**src/fbe_consts.vh**
```
// Constants of the nonvolatile-memory bit-error response block.
`ifndef FBE_CONSTS_VH
`define FBE_CONSTS_VH
`define FBE_ADDR_CONFIG      4'h0
`define FBE_ADDR_FLAG        4'h1
`define FBE_ADDR_RST_CAUSE   4'h2
`define FBE_ADDR_NMI_VEC     4'h3
`define FBE_ADDR_IRQ_STAT    4'h4
`define FBE_ADDR_IRQ_MASK    4'h5
`define FBE_ADDR_CLK_STAT    4'h6
`define FBE_CFG_RST_EN       0
`define FBE_CFG_UNC_IE       1
`define FBE_CFG_COR_IE       2
`define FBE_FLG_UNC          0
`define FBE_FLG_COR          1
`define FBE_CFG_RESET        16'h0000
`define FBE_CAUSE_NONE       16'h0000
`define FBE_CAUSE_UNC        16'h001C
`define FBE_NMI_UNC          16'h0010
`define FBE_NMI_COR          16'h000E
`define FBE_FAST_LIMIT_KHZ   32'd12000
`define FBE_OSC_FAST_KHZ     32'd16000
`define FBE_RST_PULSE_NS     32'd8
`define FBE_CLK_PERIOD_NS    32'd4
`define FBE_RST_PULSE_CYC    4'h2
`endif

```
**src/fbe_reset_pulse.v**
```verilog
// Stretches a reset request into a power-up-clear pulse of fixed length.
`timescale 1ns/1ps
module fbe_reset_pulse #(
   parameter WIDTH = 4,
   parameter [3:0] CYCLES = 4'h2
) (
   input  wire       clock,
   input  wire       rst,
   input  wire       trigger,
   output wire       pulse
);
   reg [WIDTH-1:0] count_reg;
   always @(posedge clock) begin
      if (rst) begin
         count_reg <= {WIDTH{1'b0}};
      end else if (trigger) begin
         count_reg <= CYCLES[WIDTH-1:0];
      end else if (count_reg != {WIDTH{1'b0}}) begin
         count_reg <= count_reg - {{(WIDTH-1){1'b0}}, 1'b1};
      end
   end
   assign pulse = (count_reg != {WIDTH{1'b0}});
endmodule // fbe_reset_pulse

```
**src/fbe_bit_error.v**
```verilog
// Bit-error detection and response logic of the nonvolatile-memory controller.
// How it works
// - An uncorrectable error during a memory read with memExec high and reset enable set requests a power-up-clear reset.
// - Every uncorrectable error except a false fast-clock detection sets the uncorrectable flag and interrupt status bit 0, which drives irq when mask bit 0 is set.
// - A reset from an uncorrectable error loads its cause code into the reset-cause vector.
// - With the uncorrectable interrupt and reset enables both set, an uncorrectable error other than a false fast-clock detection raises an NMI with its code.
// - With the correctable interrupt enable set, a correctable error raises an NMI with its code, unless an uncorrectable NMI is raised in the same cycle.
// - A fast main clock (internal osc at 16 MHz, or external above 12 MHz) can flag false errors.
// - A false-detection reset leaves the cause vector at zero and the flag clear.
// - With reset enable clear, no NMI comes from an uncorrectable error even with its enable set.
// - After wake from low-power modes 1 to 4 the checker may report errors on intact memory.
`timescale 1ns/1ps
`include "fbe_consts.vh"
module fbe_bit_error #(
   parameter [31:0] FAST_LIMIT_KHZ = `FBE_FAST_LIMIT_KHZ
) (
   input  wire        clock,
   input  wire        rst,
   input  wire [3:0]  regAddr,
   input  wire [15:0] regWrData,
   input  wire        regWrite,
   input  wire        regRead,
   output reg  [15:0] regRdData,
   input  wire        memRead,
   input  wire        memExec,
   input  wire        corrErr,
   input  wire        uncorrErr,
   input  wire        clkFromInternalOsc,
   input  wire [31:0] mainClockKhz,
   input  wire        wakeFromLowPower,
   input  wire        nmiAck,
   output wire        powerUpClearReset,
   output wire        nmiRequest,
   output wire        irq
);
   ////////////////////////////////////////////////////////////////////////
   reg  [2:0]  configReg;
   reg         uncorrFlagReg;
   reg         corrFlagReg;
   reg  [15:0] resetCauseReg;
   reg  [15:0] nmiVecReg;
   reg         nmiPendReg;
   reg         wakeWindowReg;
   reg  [2:0]  irqStatReg;
   reg  [2:0]  irqMaskReg;
   reg  [15:0] rdNext;

   wire uncorrResetEn = configReg[`FBE_CFG_RST_EN];
   wire uncorrIntEn   = configReg[`FBE_CFG_UNC_IE];
   wire corrIntEn     = configReg[`FBE_CFG_COR_IE];

   function addrHit;
      input [3:0] a;
      input [3:0] b;
      begin
         addrHit = (a == b);
      end
   endfunction

   ////////////////////////////////////////////////////////////////////////
   // The fast-clock window is where the checker can mis-fire; it is
   // reported but not masked, because the real part shows it too.
   wire fastClock = (clkFromInternalOsc &&
                     mainClockKhz >= `FBE_OSC_FAST_KHZ) ||
                    (!clkFromInternalOsc &&
                     mainClockKhz > FAST_LIMIT_KHZ);
   wire realUncorr = memRead & uncorrErr;
   wire realCorr   = memRead & corrErr;
   // A false uncorrectable hit in the fast window with reset enable set resets the part without
   // leaving any trace in the flag or the cause vector.
   wire falseUncorr = realUncorr & fastClock & memExec;
   wire trueUncorr  = realUncorr & ~falseUncorr;
   wire unResetReq  = realUncorr & memExec & uncorrResetEn;
   // No uncorrectable NMI path exists without the reset enable.
   wire unNmiReq    = trueUncorr & uncorrIntEn & uncorrResetEn;
   wire coNmiReq    = realCorr & corrIntEn;

   wire wrCfg  = regWrite & addrHit(regAddr, `FBE_ADDR_CONFIG);
   wire wrFlg  = regWrite & addrHit(regAddr, `FBE_ADDR_FLAG);
   wire wrStat = regWrite & addrHit(regAddr, `FBE_ADDR_IRQ_STAT);
   wire wrMask = regWrite & addrHit(regAddr, `FBE_ADDR_IRQ_MASK);
   wire rdCause = regRead & addrHit(regAddr, `FBE_ADDR_RST_CAUSE);
   wire rdNmi   = regRead & addrHit(regAddr, `FBE_ADDR_NMI_VEC);

   ////////////////////////////////////////////////////////////////////////
   always @(posedge clock) begin
      if (rst) begin
         configReg     <= 3'b000;
         uncorrFlagReg <= 1'b0;
         corrFlagReg   <= 1'b0;
         nmiVecReg     <= `FBE_CAUSE_NONE;
         nmiPendReg    <= 1'b0;
         wakeWindowReg <= 1'b0;
         irqStatReg    <= 3'b000;
         irqMaskReg    <= 3'b000;
      end else begin
         if (wrCfg)
            configReg <= regWrData[2:0];
         if (wrMask)
            irqMaskReg <= regWrData[2:0];
         // Set wins over a write-one-to-clear in the same cycle.
         uncorrFlagReg <= trueUncorr |
                          (uncorrFlagReg &
                           ~(wrFlg & regWrData[`FBE_FLG_UNC]));
         corrFlagReg <= realCorr |
                        (corrFlagReg &
                         ~(wrFlg & regWrData[`FBE_FLG_COR]));
         irqStatReg <= {wakeWindowReg & (realCorr | realUncorr),
                        realCorr, trueUncorr} |
                       (irqStatReg & ~({3{wrStat}} & regWrData[2:0]));
         // Errors right after wake may be spurious; the first read ends it.
         if (wakeFromLowPower)
            wakeWindowReg <= 1'b1;
         else if (memRead)
            wakeWindowReg <= 1'b0;
         if (unNmiReq) begin
            nmiVecReg  <= `FBE_NMI_UNC;
            nmiPendReg <= 1'b1;
         end else if (coNmiReq) begin
            nmiVecReg  <= `FBE_NMI_COR;
            nmiPendReg <= 1'b1;
         end else if (nmiAck | rdNmi) begin
            nmiVecReg  <= `FBE_CAUSE_NONE;
            nmiPendReg <= 1'b0;
         end
      end
   end

   // The cause vector must survive the reset it reports, so only a read
   // or a false-detection reset clears it.
   always @(posedge clock) begin
      if (unResetReq && !falseUncorr)
         resetCauseReg <= `FBE_CAUSE_UNC;
      else if (unResetReq)
         resetCauseReg <= `FBE_CAUSE_NONE;
      else if (rdCause)
         resetCauseReg <= `FBE_CAUSE_NONE;
   end

   fbe_reset_pulse #(
      .WIDTH  (4),
      .CYCLES (`FBE_RST_PULSE_CYC)
   ) u_pulse (
      .clock   (clock),
      .rst     (rst),
      .trigger (unResetReq),
      .pulse   (powerUpClearReset)
   );

   assign nmiRequest = nmiPendReg;
   assign irq        = |(irqStatReg & irqMaskReg);

   ////////////////////////////////////////////////////////////////////////
   always @* begin
      rdNext = 16'h0000;
      case (regAddr)
         `FBE_ADDR_CONFIG:    rdNext = {13'h0000, configReg};
         `FBE_ADDR_FLAG:      rdNext = {14'h0000, corrFlagReg,
                                        uncorrFlagReg};
         `FBE_ADDR_RST_CAUSE: rdNext = resetCauseReg;
         `FBE_ADDR_NMI_VEC:   rdNext = nmiVecReg;
         `FBE_ADDR_IRQ_STAT:  rdNext = {13'h0000, irqStatReg};
         `FBE_ADDR_IRQ_MASK:  rdNext = {13'h0000, irqMaskReg};
         `FBE_ADDR_CLK_STAT:  rdNext = {15'h0000, fastClock};
         default:             rdNext = 16'h0000;
      endcase
   end

   always @(posedge clock) begin
      if (rst)
         regRdData <= 16'h0000;
      else if (regRead)
         regRdData <= rdNext;
      else
         regRdData <= 16'h0000;
   end
endmodule // fbe_bit_error

```
**config.mk**
```make
export PLATFORM = sky130hd
export DESIGN_NAME = fbe_bit_error
export DESIGN_NICKNAME = d
export VERILOG_FILES = /design/src/fbe_reset_pulse.v /design/src/fbe_bit_error.v
export VERILOG_INCLUDE_DIRS = /design/src /design/src/src
export SDC_FILE = /design/constraint.sdc
export NUM_CORES = 1
export LEC_CHECK = 0
export BUFFER_PORTS_ARGS = -buffer_cell sky130_fd_sc_hd__buf_4
export CAP_MARGIN = 10
export CORE_MARGIN = 5
export CORE_UTILIZATION = 43
export DETAILED_ROUTE_END_ITERATION = 6
export GPL_TIMING_DRIVEN = 0
export PLACE_DENSITY = 0.81
export SLEW_MARGIN = 5
export SYNTH_ARGS = -nofsm -noshare
export SYNTH_HDL_FRONTEND = slang
export SYNTH_SLANG_ARGS = --single-unit
```
**constraint.sdc**
```tcl
create_clock -name clock -period 1.6 [get_ports clock]
set_input_delay 0 -clock clock [delete_from_list [all_inputs] [get_ports clock]]
set_output_delay 0 -clock clock [all_outputs]
set_load 0.01 [all_outputs]
```
# Word-level counts from Yosys, hierarchy flattened
# Cells that the tools add are included.
# classes
n_addsub,1
n_lt_le_gt_ge,2
eq_ne,6
n_mux,13
bitwise,34
reduce_logical,17
# ops
cell,n
5-bit case mux with 7 select lines,1
32-bit by 14-bit >= comparator with 1-bit output (second input constant),1
32-bit by 14-bit > comparator with 1-bit output (second input constant),1
5-bit 2-to-1 mux,5
1-bit AND,21
4-bit by 3-bit == test with 1-bit output (second input constant),3
3-bit AND,3
4-bit by 2-bit == test with 1-bit output (second input constant),2
2-bit nonzero test,4
2-bit OR reduction,3
1-bit 2-to-1 mux,5
4-bit by 1-bit == test with 1-bit output (second input constant),1
4-bit logical NOT,1
2-bit 2-to-1 mux,2
1-bit NOT,4
1-bit bitwise OR,4
4-bit nonzero test,1
4-bit by 1-bit subtractor with 4-bit output (second input constant),1
1-bit logical AND,3
3-bit NOT,1
3-bit bitwise OR,1
3-bit nonzero test,1
3-bit OR reduction,1
1-bit logical NOT,2
1-bit logical OR,1
# totals
register_bits,40
input_bits,63
output_inout_bits,19
wordCells,86

# Longest topological paths before layout
# depth
depth_word,10
ltp_mapped,5
depth_no_buf,4

# Modules after synthesis
# A second synthesis with hierarchy kept.
# unflattened
hier_cells,167
hier_area_um2,1411.4
# by_module_without_submodules
module,n_inst,cells_each,area_per_inst_um2,seq_area_each_um2
fbe_bit_error,1,151,1261.2,420.4
fbe_reset_pulse,1,16,150.1,80.1

# Least setup slack after synthesis
# OpenSTA, ideal clock, no wires.
# synth_path
path_kind,in2reg
start,input mainClockKhz[1]
end,register regRdData[0]
setup_ps,120
arrival_time_ps,1269
required_time_ps,1480
setup_slack_ps,211
stages,4
n_path_buf,0
path_cell_list,or4_1 o211a_1 o211a_4 o31a_1
# synth_via
elab_chain_cells,4
elab_cells_between_ends,6
cone_classes,order compare (2); mux (1); reduce/logical (3)
# synth_lines
element,line,source
"start, declared",fbe_bit_error.v:29,"input wire [31:0] mainClockKhz,"
32-bit by 14-bit >= comparator with 1-bit output (no source line) / 32-bit by 14-bit > comparator with 1-bit output (equally long branches),n/a,
1-bit logical AND (on tied branches),n/a,
1-bit logical OR (*),fbe_bit_error.v:63,wire fastClock = (clkFromInternalOsc &&
5-bit case mux with 7 select lines (*),fbe_bit_error.v:156,case (regAddr)
"end signal, assigned",fbe_bit_error.v:173,regRdData <= rdNext;
"end, declared",fbe_bit_error.v:23,"output reg [15:0] regRdData,"
# Mark *: on every way between the ends. The rest lies on a longest branch, timed or not.
# A chain may end at the register's enable or synchronous reset.

# Final worst setup path
# layout_path
start,register u_pulse.count_reg[1]
end,output powerUpClearReset
# layout_via
elab_chain_cells,1
# layout_lines
element,line,source
"start, declared",fbe_reset_pulse.v:12,reg [WIDTH-1:0] count_reg;
"start signal, assigned",fbe_reset_pulse.v:15,count_reg <= {WIDTH{1'b0}};
"start signal, assigned",fbe_reset_pulse.v:17,count_reg <= CYCLES[WIDTH-1:0];
"start signal, assigned",fbe_reset_pulse.v:19,"count_reg <= count_reg - {{(WIDTH-1){1'b0}}, 1'b1};"
4-bit nonzero test,fbe_reset_pulse.v:22,assign pulse = (count_reg != {WIDTH{1'b0}});
"end, declared",fbe_bit_error.v:32,"output wire powerUpClearReset,"
# No other way between the ends.

==> summary.txt <==
CP Capture Type: output port
Max FFs per register: 5
Die area: 4460 µm²
Post-DP HPWL: 2930 µm
Final period util: 95.4%
Setup CP Type: reg2out
Clock-pin transition on the worst setup and hold timing paths: 0.13 ns
Post-Syn Area: 1390 µm²
Final design utilization: 64.1%
Chip Width: 66.8 µm
Setup TNS: 0 ns
Worst setup SP type: flop
Leakage power total: 0.866 nW
Nets@finish: 300
PwrDens: 675 nW/µm²
VDD IR max: 0.000661 V
Pre-CTS setup slack: 0.0376 ns
Worst skew pair latency: 0.31 ns
RSZ-0062 raised after global routing: no
DRT antenna net count: 0
1st-pass router iterations: 4
Crit path from: u_pulse.count_reg[1]$_SDFFE_PP0P_
#FFs+latches synth: 25
Status: finished, final reports clean
RePlAce Congestion: 0.853
Inst Count DP: 271
Antenna violations before repair: 0
Largest area contributor in the netlist: dfxtp_1
Worst path required time: 1.60 ns
# setup viols final: 0
Post-Synthesis Cells: 162
Via/cell ratio: 5.08
Post-synth EDFFs: 0
Worst r2r src: configReg[0]$_SDFFE_PP0P_
Async SR Flop Fraction: 0%
Post-synth top area share: 36.1%
Synth area leaders: dfxtp_1 (36%), buf_4 (6.0%), a21oi_1 (5.0%)
CP Max Fanout: 3
First-pass GRT wire length: 5720 µm
# port buffers: 55
Final hold viol count: 0
Highest Clock Rate: 655 MHz
Total number of vias: 1422
Post-CTS setup repair buffer count: 0
Register area share after synthesis: 36.1%
Final worst setup slack: 0.0732 ns
Hold_sp: rst
Yosys cell types: 48
CORE AREA: 3080 µm²
CTS Root Cell: clkbuf_4
I/O Pins: 82
CTS tree: yes
Initial DRC Count: 51
Actual slew at the worst max-slew pin: 0.579 ns
Synthesis-to-finish area growth: 42.3%
Drt total wl: 3630 µm
CTS Buf Count: 3
ANT cells: 0
Post-Layout Cell Count: 280
Clock Skew: 0.00915 ns
MaxCap Viol Count: 0
Number of global-route vias before repair: 1284
Total track usage: 16.3%
Worst endpoint data arrival time: 1.53 ns
Worst relative slew slack: 60.9%
Max Slew Vio Count: 0
GRT overflow: 0
Top FF cell, synth: dfxtp_1
DR DRC count: 0
Row Count: 20
Htree depth: 1
Final instance area: 1970 µm²
TritonCTS Sinks: 25
Min cycle time layout: 1.53 ns
Yosys warning count: 0
Count leader, synth: dfxtp_1
Clock buffer depth: 2
WL/cell: 13.0 µm
Synth Area per Inst: 8.57 µm²
Starting Density: 45.1%
Die H: 66.8 µm
Tightest Hold Check Type: in2reg
Synth top cells by count: dfxtp_1 (25), a21oi_1 (14), buf_4 (11), nor2_1 (11), nand3_1 (10)
Post-DP Area: 1890 µm²
Layout cells sized above 1: 33.5%
Largest net degree at the start of global routing: 14
[routing by layer]
| metal | global-route usage (%) | vias up | share of wire, % |
|---|---|---|---|
| li1 | - | 723 | - |
| met3 | 3.54 | 2 | 8.3 |
| met2 | 29.8 | 48 | 50 |
| met5 | 0 | - | 0 |
| met4 | 2.28 | 0 | 0.39 |
| met1 | 19.9 | 649 | 41 |
[through the flow]
stage               power [W]  hold WS [ns]
floorplan            0.000881         0.117
global placement      0.00103         0.205
detailed placement    0.00104         0.211
CTS                   0.00132        0.0218
global route          0.00141        0.0180
finish                0.00133        0.0292
[cells by family after synthesis]
| logic type | share of synthesized area [%] |
|---|---|
| XOR/XNOR | 0.631 |
| AO/OA/AOI/OAI | 20.5 |
| other | 0.270 |
| flip-flops | 36.1 |
| buffers and inverters | 10.1 |
| AND/OR/NAND/NOR | 24.9 |
| multiplexers | 7.57 |
[worst paths after layout]
check | end | slack (ns) | depth (start not counted)
worst max-delay path | powerUpClearReset | 0.07 | 3
worst min register to register | corrFlagReg$_SDFF_PP0_ | 0.47 | 2
worst max register to register | regRdData[0]$_SDFF_PP0_ | 0.22 | 4
worst min-delay path | uncorrFlagReg$_SDFF_PP0_ | 0.03 | 2
[layout make-up]
| type | instances | area [µm²] |
|---|---|---|
| sequential | 25 | 500 |
| multi-input combinational | 121 | 790 |
| tap | 44 | 55.1 |
| timing repair buffer | 60 | 463 |
| buffer | 18 | 110 |
| clock buffer | 4 | 26.3 |
| fill | 284 | 1100 |
| inverter | 8 | 30.0 |
[where the power goes]
part | switching [W] | internal, W
Combinational | 0.000159 | 0.000214
Sequential | 0.0000254 | 0.000658
Clock | 0.000179 | 0.0000973
Total | 0.000363 | 0.000969
[repair_timing]
action / in CTS / in global routing
resized for setup: 0 / 1
hold buffers: 5 / 0
endpoints found under the hold margin: 9 / 0
endpoints found under the setup margin: 0 / 1
[worst max-delay path, stage by stage, from the launching register on]
cell and delay, ns:
dfxtp_1 0.36, or3_4 0.40, or2_2 0.31, buf_4 0.15
[cell usage in the layout (no fill, tap or decap), types with 2 or more instances in the layout]
cell type | synthesis | layout
buf_4 | 11 | 66
dfxtp_1 | 25 | 25
a21oi_1 | 14 | 14
nor2_1 | 11 | 11
conb_1 | 1 | 11
nand3_1 | 10 | 10
nand2_1 | 9 | 9
inv_1 | 8 | 8
clkbuf_1 | 5 | 6
mux2i_1 | 6 | 6
o21ai_0 | 5 | 5
nand2b_1 | 5 | 5
dlygate4sd3_1 | 0 | 5
nor4_1 | 4 | 4
nor2b_1 | 3 | 3
nand4_1 | 3 | 3
and3_1 | 3 | 3
o32ai_1 | 3 | 3
clkbuf_4 | 0 | 3
a211oi_1 | 2 | 2
o31a_1 | 2 | 2
o31ai_1 | 2 | 2
nor3_1 | 2 | 2
mux4_2 | 2 | 2
(Power assumes the default switching activity.)
